**config.mk**
```make
export PLATFORM = sky130hd
export DESIGN_NAME = dcc_top
export DESIGN_NICKNAME = d
export VERILOG_FILES = /design/src/verilog/dcc_pkg.sv /design/src/verilog/dcc_top.sv /design/src/verilog/dcc_diag.sv /design/src/verilog/dcc_tag.sv
export SDC_FILE = /design/constraint.sdc
export NUM_CORES = 1
export LEC_CHECK = 0
export BUFFER_PORTS_ARGS = -buffer_cell sky130_fd_sc_hd__buf_2
export CORE_AREA = 2 2 118 120
export DETAILED_ROUTE_END_ITERATION = 6
export DIE_AREA = 0 0 120 122
export PLACE_DENSITY_LB_ADDON = 0.15
export SYNTH_ARGS = -nofsm -noshare
export SYNTH_HDL_FRONTEND = slang
export SYNTH_SLANG_ARGS = --single-unit
```
**constraint.sdc**
```tcl
create_clock -name clk -period 4 [get_ports clk]
set_input_delay 0.8 -clock clk [delete_from_list [all_inputs] [get_ports clk]]
set_output_delay 0.8 -clock clk [all_outputs]
set_load 0.01 [all_outputs]
```
**src/verilog/dcc_pkg.sv**
```systemverilog
// Constants for the diagnostic control and cache error tag capture block
package dcc_pkg;
  localparam logic [7:0]  ADDR_DIAG    = 8'hA1;
  localparam logic [7:0]  ADDR_TAG     = 8'hA2;
  localparam logic [31:0] DIAG_MASK    = 32'h0FE0_88C0;
  localparam logic [31:0] DIAG_RESET   = 32'h0000_8000;
  localparam int          B_SWCHK      = 27;
  localparam int          B_ACC_HI     = 26;
  localparam int          B_ACC_LO     = 24;
  localparam int          B_HIT_HI     = 23;
  localparam int          B_HIT_LO     = 21;
  localparam int          B_ERRDIS     = 15;
  localparam int          B_MBZ        = 12;
  localparam int          B_PACKDIS    = 11;
  localparam int          B_TODINC     = 7;
  localparam int          B_TODTEST    = 6;
  localparam int          CHK_LO_PAR   = 0;
  localparam int          CHK_HI_PAR   = 7;
  localparam int          TAG_LO       = 17;
  localparam int          TAG_W        = 15;
endpackage

```
**src/verilog/dcc_top.sv**
```systemverilog
// Diagnostic control and cache error tag capture top level
`timescale 1ns/1ps
`default_nettype none
module dcc_top
(
  // Clock and reset
  input  wire logic        clk,
  input  wire logic        reset,
  // Processor register moves
  input  wire logic        ipr_wr,
  input  wire logic        ipr_rd,
  input  wire logic [7:0]  ipr_addr,
  input  wire logic [31:0] ipr_wdata,
  output logic      [31:0] ipr_rdata,
  output logic             ipr_rvalid,
  // Bus-interface control contents to merge on its read
  input  wire logic [31:0] biu_ctl_value,
  input  wire logic [31:0] biu_ctl_used,
  input  wire logic        biu_ctl_rd,
  output logic      [31:0] biu_ctl_rdata,
  // Write data check bits
  input  wire logic        ecc_mode,
  input  wire logic [7:0]  software_check_bit_register,
  input  wire logic [7:0]  gen_check,
  input  wire logic [63:0] wr_data,
  output logic      [7:0]  out_check,
  // Tag probe
  input  wire logic        probe,
  input  wire logic [14:0] probe_tag,
  input  wire logic        probe_match,
  input  wire logic        tag_address_parity_input,
  input  wire logic        tag_control_parity_input,
  input  wire logic        tag_shared_input,
  input  wire logic        tag_dirty_input,
  input  wire logic        tag_valid_input,
  input  wire logic        tag_perr,
  input  wire logic        tag_ctl_perr,
  input  wire logic        fill_err,
  input  wire logic        ecc_err_raw,
  input  wire logic        stat_err_clear,
  // Control outputs
  output logic             software_check_bit_enable,
  output logic      [2:0]  perfmon_access_compare_select,
  output logic      [2:0]  perfmon_hit_compare_select,
  output logic             error_report_disable,
  output logic             pack_disable,
  output logic             tod_test_mode,
  output logic             tod_increment,
  output logic             ecc_err_report,
  output logic             tag_locked
);
  //////////////////////////////////////////////////////////////////////////
  logic [31:0] diag;
  logic [31:0] tagv;
  logic        lk;
  logic        diag_wr;
  assign diag_wr = ipr_wr && ipr_addr == dcc_pkg::ADDR_DIAG;
  dcc_diag u_diag
  (
    .clk   (clk),
    .reset (reset),
    .wr    (diag_wr),
    .wdata (ipr_wdata),
    .value (diag)
  );
  dcc_tag u_tag
  (
    .clk                      (clk),
    .reset                    (reset),
    .probe                    (probe),
    .probe_tag                (probe_tag),
    .probe_match              (probe_match),
    .tag_address_parity_input (tag_address_parity_input),
    .tag_control_parity_input (tag_control_parity_input),
    .tag_shared_input         (tag_shared_input),
    .tag_dirty_input          (tag_dirty_input),
    .tag_valid_input          (tag_valid_input),
    .err_event                (tag_perr | tag_ctl_perr | fill_err),
    .stat_err_clear           (stat_err_clear),
    .value                    (tagv),
    .locked                   (lk)
  );
  //////////////////////////////////////////////////////////////////////////
  typedef struct packed
  {
    logic [31:0] rdata;
    logic        rvalid;
    logic [31:0] bdata;
    logic [7:0]  chk;
    logic        swe;
    logic [2:0]  acc;
    logic [2:0]  hit;
    logic        edis;
    logic        pdis;
    logic        ttest;
    logic        tinc;
    logic        erep;
    logic        lk;
  } dcc_st_t;
  dcc_st_t st, next_st;
  // Parity over one data half
  function automatic logic par32(input logic [31:0] d);
    par32 = ^d;
  endfunction
  always_comb
  begin
    next_st = st;
    next_st.rvalid = ipr_rd;
    // diag address reads zero; tag via register move
    next_st.rdata = 32'h0000_0000;
    if (ipr_rd && ipr_addr == dcc_pkg::ADDR_TAG)
      next_st.rdata = tagv;
    // inverted merge of diag into unused positions
    if (biu_ctl_rd)
      next_st.bdata = ~((biu_ctl_value & biu_ctl_used)
                      | (diag & ~biu_ctl_used));
    next_st.chk = gen_check;
    if (!ecc_mode)
    begin
      next_st.chk = 8'h00;
      next_st.chk[dcc_pkg::CHK_LO_PAR] = par32(wr_data[31:0]);
      next_st.chk[dcc_pkg::CHK_HI_PAR] = par32(wr_data[63:32]);
    end
    if (diag[dcc_pkg::B_SWCHK])
    begin
      next_st.chk = software_check_bit_register;
      if (!ecc_mode)
        next_st.chk = software_check_bit_register
                      & 8'h81;
    end
    next_st.swe = diag[dcc_pkg::B_SWCHK];
    next_st.acc = diag[dcc_pkg::B_ACC_HI:dcc_pkg::B_ACC_LO];
    next_st.hit = diag[dcc_pkg::B_HIT_HI:dcc_pkg::B_HIT_LO];
    next_st.edis = diag[dcc_pkg::B_ERRDIS];
    next_st.erep = ecc_err_raw && !diag[dcc_pkg::B_ERRDIS];
    next_st.pdis = diag[dcc_pkg::B_PACKDIS];
    next_st.ttest = diag[dcc_pkg::B_TODTEST];
    next_st.tinc = diag[dcc_pkg::B_TODINC] && diag[dcc_pkg::B_TODTEST];
    next_st.lk = lk;
    if (reset)
    begin
      next_st = '0;
      next_st.edis = 1'b1;
    end
  end
  always_ff @(posedge clk)
  begin
    st <= next_st;
  end
  assign ipr_rdata                     = st.rdata;
  assign ipr_rvalid                    = st.rvalid;
  assign biu_ctl_rdata                 = st.bdata;
  assign out_check                     = st.chk;
  assign software_check_bit_enable     = st.swe;
  assign perfmon_access_compare_select = st.acc;
  assign perfmon_hit_compare_select    = st.hit;
  assign error_report_disable          = st.edis;
  assign pack_disable                  = st.pdis;
  assign tod_test_mode                 = st.ttest;
  assign tod_increment                 = st.tinc;
  assign ecc_err_report                = st.erep;
  assign tag_locked                    = st.lk;
  //////////////////////////////////////////////////////////////////////////
  // reset leaves reporting off
  err_reset_a: assert property (@(posedge clk)
    reset |=> error_report_disable && !ecc_err_report)
    else $error("report not disabled after reset");
  tod_gate_a: assert property (@(posedge clk) disable iff (reset)
    tod_increment |-> tod_test_mode)
    else $error("increment without test mode");
  diag_rd_a: assert property (@(posedge clk) disable iff (reset)
    ipr_rd && ipr_addr == dcc_pkg::ADDR_DIAG |=> ipr_rdata == 32'h0000_0000)
    else $error("diag read not zero");
  inv_read_a: assert property (@(posedge clk) disable iff (reset)
    biu_ctl_rd && !biu_ctl_used[15] |=> biu_ctl_rdata[15] == !$past(diag[15]))
    else $error("readback not inverted");
  sw_chk_a: assert property (@(posedge clk) disable iff (reset)
    diag[27] && ecc_mode |=> out_check == $past(software_check_bit_register))
    else $error("software check bits not used");
  pm_sel_a: assert property (@(posedge clk) disable iff (reset)
    diag_wr ##1 1'b1 |=> perfmon_access_compare_select == $past(ipr_wdata[26:24], 2))
    else $error("perfmon select wrong");
  pack_dis_a: assert property (@(posedge clk) disable iff (reset)
    diag_wr ##2 !$past(diag_wr) |-> pack_disable == $past(ipr_wdata[11], 2))
    else $error("pack disable wrong");
  lock_err_a: assert property (@(posedge clk) disable iff (reset)
    (tag_perr || tag_ctl_perr || fill_err) |-> ##2 tag_locked)
    else $error("tag not locked");
  tag_rd_c: cover property (@(posedge clk) ipr_rd && ipr_addr == dcc_pkg::ADDR_TAG);
  lock_c: cover property (@(posedge clk) tag_locked ##1 !tag_locked);
  tinc_c: cover property (@(posedge clk) tod_increment);
endmodule // dcc_top
`default_nettype wire

```
**src/verilog/dcc_diag.sv**
```systemverilog
// Diagnostic control register storage
`timescale 1ns/1ps
`default_nettype none
module dcc_diag
(
  // Clock and reset
  input  wire logic        clk,
  input  wire logic        reset,
  // Write port
  input  wire logic        wr,
  input  wire logic [31:0] wdata,
  // Stored value
  output logic      [31:0] value
);
  typedef struct packed { logic [31:0] r; } dcc_dst_t;
  dcc_dst_t st, next_st;
  always_comb
  begin
    next_st = st;
    if (wr)
      next_st.r = wdata & dcc_pkg::DIAG_MASK;
    if (reset)
      next_st.r = dcc_pkg::DIAG_RESET;
  end
  always_ff @(posedge clk)
  begin
    st <= next_st;
  end
  assign value = st.r;
  undef_zero_a: assert property (@(posedge clk) disable iff (reset)
    (value & ~dcc_pkg::DIAG_MASK) == 32'h0000_0000)
    else $error("undefined diag bit set");
endmodule // dcc_diag
`default_nettype wire

```
**src/verilog/dcc_tag.sv**
```systemverilog
// Cache error tag capture register with lock
`timescale 1ns/1ps
`default_nettype none
module dcc_tag
(
  // Clock and reset
  input  wire logic        clk,
  input  wire logic        reset,
  // Probe inputs
  input  wire logic        probe,
  input  wire logic [14:0] probe_tag,
  input  wire logic        probe_match,
  input  wire logic        tag_address_parity_input,
  input  wire logic        tag_control_parity_input,
  input  wire logic        tag_shared_input,
  input  wire logic        tag_dirty_input,
  input  wire logic        tag_valid_input,
  // Error events and lock release
  input  wire logic        err_event,
  input  wire logic        stat_err_clear,
  // Captured value
  output logic      [31:0] value,
  output logic             locked
);
  typedef struct packed { logic [31:0] r; logic lk; } dcc_tst_t;
  dcc_tst_t st, next_st;
  logic [31:0] sample;
  always_comb
  begin
    sample = 32'h0000_0000;
    sample[dcc_pkg::TAG_LO +: dcc_pkg::TAG_W] = probe_tag;
    sample[16] = tag_address_parity_input;
    sample[15] = tag_control_parity_input;
    sample[14] = tag_shared_input;
    sample[13] = tag_dirty_input;
    sample[12] = tag_valid_input;
    sample[11] = probe_match;
    next_st = st;
    // load while unlocked or being released
    if ((!st.lk || stat_err_clear) && (probe || err_event))
      next_st.r = sample;
    if (stat_err_clear)
      next_st.lk = 1'b0;
    // error wins over a release in the same cycle
    if (err_event)
      next_st.lk = 1'b1;
    if (reset)
    begin
      next_st.r  = 32'h0000_0000;
      next_st.lk = 1'b0;
    end
  end
  always_ff @(posedge clk)
  begin
    st <= next_st;
  end
  assign value  = st.r;
  assign locked = st.lk;
  frozen_hold_a: assert property (@(posedge clk) disable iff (reset)
    locked && !stat_err_clear |=> $stable(value) && locked)
    else $error("locked tag changed");
endmodule // dcc_tag
`default_nettype wire

```
==> impl_metrics.py <==
metrics = {
    "timing": {
        "fin_crit_ps": 1840,
        "finalCritPeriodShare_pct": 46.0,
        "rsz0062_at_grt": "false",
        "worst_slew_pin_slew_ps": 1070,
        "hold_viol": 0,
        "slew_violations": 0,
        "setup_slack_ps": 2160,
        "slew_headroom_pct": 28.8,
        "finClkSkew_ps": 6.70,
        "fin_setup_tns_ps": 0,
        "max_freq_mhz": 543,
        "finalSetupViolations": 0,
    },
    "drt": {
        "viasPerCell": 4.24,
        "vias": 3734,
        "drcViolationCount": 0,
        "first_pass_iters": 5,
        "wl_per_cell_um": 12.9,
        "ant_nets": 0,
        "wl_um": 11400,
        "drtIter0Drc": 162,
    },
    "power_and_ir_drop": {
        "p_per_area_nw_per_um2": 412,
        "pwr-share-clk_pct": 36.7,
        "pwr-share-seq_pct": 45.9,
        "p_comb_share_pct": 17.4,
        "power.share.switching_pct": 24.2,
        "ir_drop_uv": 168,
        "power_uw": 2500,
        "p_leak_uw": 0.00292,
        "power_switching_uw": 603,
        "p_int_uw": 1890,
    },
    "clock_tree": {
        "cts_hold_buf": 0,
        "clk_pin_slew_ps": 70,
        "clockBufferDepth": 2,
        "cts_buffers": 9,
        "clock-sinks": 108,
        "cts_tree": "built",
        "root_buffer": "clkbuf_16",
        "htreeDepth": 3,
        "ctsResizeCount": 0,
        "post_cts_buffers": 0,
        "clkLatencyLatePin_ps": 340,
    },
    "status": {
        "outcome": "finished, final reports clean",
    },
    "placed_design": {
        "numPortBuffers": 270,
        "place_inst": 866,
        "place_congestion": 0.758,
        "place_ws_ps": 1800,
        "place.detailed.hpwl_um": 8950,
    },
    "critical_path": {
        "cp.arrival_ps": 2080,
        "ff2ff_path_depth": 3,
        "critPathMaxFanout": 12,
        "crit_type": "input pin to flip-flop",
        "cp-end-kind": "flip-flop",
        "cp.required_ps": 4240,
        "setup.worst_path.start_class": "input pin",
    },
    "logic_synthesis": {
        "yosys-top-cells-area": "dfxtp_1 (51%), xnor2_1 (11%), mux2i_1 (8.9%)",
        "synthesis.instances": 435,
        "synth-seq-cells": 108,
        "synth_area_um2": 4280,
        "synth_top_area_share_pct": 50.6,
        "syn_avg_cell_area_um2": 9.83,
        "synth_cell_type_count": 29,
        "yosysSeqAreaShare_pct": 50.6,
        "yosysTopAreaCell": "dfxtp_1",
        "yosysWarnings": 0,
    },
    "finish": {
        "area_delta_synth_final_pct": 41.7,
        "diodes": 0,
        "post-route-util_pct": 44.9,
        "final_cells": 881,
        "fillers": 1360,
        "drive_gt1_share_pct": 42.1,
        "fin_nets": 914,
    },
    "grt": {
        "antenna_found_initial": 0,
        "grt_pass1_vias": 3606,
        "grt.total_usage_pct": 15.2,
        "grt_pass1_wl_um": 17300,
        "grt_start_max_net_pins": 54,
        "grt.overflow.total": 0,
    },
    "die": {
        "die_w_um": 120,
        "ios": 303,
        "coreArea_um2": 13500,
        "rows": 43,
        "initial_core_util_pct": 31.7,
        "dieArea_um2": 14600,
        "die_h_um": 122,
    },
    "min_path": {
        "hp-class": "flip-flop to flip-flop",
        "hold_depth": 2,
    },
    "job": {
        "cap_viol_max_count": 0,
    },
}
## sequential cells by signal, indices dropped and copies added, names as in the netlist
register / count
tod_test_mode: 1
error_report_disable: 1
u_tag.value: 21
pack_disable: 1
out_check: 8
tod_increment: 1
u_tag.locked: 1
u_diag.value: 11
perfmon_access_compare_select: 3
perfmon_hit_compare_select: 3
ipr_rdata: 21
biu_ctl_rdata: 32
tag_locked: 1
software_check_bit_enable: 1
ecc_err_report: 1
ipr_rvalid: 1
## placed cells by master, fill, tap and decap left out
cell	netlist	routed
a211o_1	1	1
a21boi_1	0	1
a21oi_1	26	26
a311oi_1	21	21
and2_1	22	22
and4bb_2	1	1
buf_2	3	270
buf_4	12	5
bufinv_16	0	1
clkbuf_16	0	9
clkbuf_8	0	3
clkinv_2	0	1
conb_1	1	11
dfxtp_1	108	108
inv_1	4	4
inv_6	0	1
mux2i_1	38	38
nand2_1	43	43
nand2b_1	3	3
nand3b_1	1	1
nor2_1	50	50
nor2b_1	12	12
nor3_1	1	1
nor3_2	1	1
nor4b_2	1	1
o21ai_0	2	2
o41ai_2	0	1
or2_2	1	1
xnor2_1	54	54
xor2_1	8	8
## cells by family (layout without fill, tap and decap cells)
kind of cell              Yosys count  count (layout)  share of synthesized area, %
other                               1              11                        0.0877
buffers and inverters              38             294                          4.71
and+or+nand+nor                   136             136                          14.9
DFF                               108             108                          50.6
xor gates and xnor gates           62              62                          12.7
muxes                              38              38                          8.89
AOI/OAI and AO/OA                  52              52                          8.16
## critical path, stage by stage
cell and delay, ps:
buf_2 100, nor4b_2 270, nand3b_1 140, nor3_2 170
buf_4 260, nor2b_1 70, a211o_1 260
## cells in the mapped netlist, drive strengths merged
cell	number
mux2i	38
a311oi	21
nand2	43
a21boi	1
buf	19
and2	22
o41ai	1
a21oi	26
dfxtp	108
nand2b	3
inv	4
nor2b	12
xnor2	54
nor3	2
or2	1
nor2	50
a211o	1
xor2	8
clkbuf	15
nor4b	1
nand3b	1
and4bb	1
o21ai	2
conb	1
## power groups by stage
stage                     Combinational, uW  Clock (uW)  Sequential [uW]
after floorplan                         254           0             1190
after global placement                  441           0             1170
after detailed placement                445           0             1170
after CTS                               446         945             1150
after global routing                    483         992             1150
final                                   434         915             1150
## path summary, 6_finish.rpt
check	slack, ps	end	start
hold / removal	450	u_tag.value[11]	u_tag.value[11]
setup reg to reg	2790	biu_ctl_rdata[27]	u_diag.value[27]
setup / recovery	2160	u_diag.value[15]	ipr_addr[3]
hold reg to reg	450	u_tag.value[11]	u_tag.value[11]
## per-stage QoR
stage	hold slack [ps]	instance area (um^2)
after floorplan	430	4310
after global placement	433	5750
after detailed placement	438	5750
after CTS	452	6060
after global routing	467	6060
final	448	6060
## cell type report
class | count | area, um^2 | area share, %
clock inverter | 3 | 43.8 | 0.723
inverter | 4 | 15.0 | 0.248
timing repair buffer | 275 | 1390 | 22.9
sequential | 108 | 2160 | 35.7
multi-input combinational | 299 | 1960 | 32.3
tap | 180 | 225 | 3.72
clock buffer | 12 | 267 | 4.40
## metal layers
layer	vias up	track usage, %	share of wire [%]
li1	1929	-	-
met1	1635	16.3	38
met2	157	27.0	52
met3	13	5.57	8.9
met4	0	5.96	1.6
met5	-	0	0
Note: power is estimated with default switching activity, not from simulation.
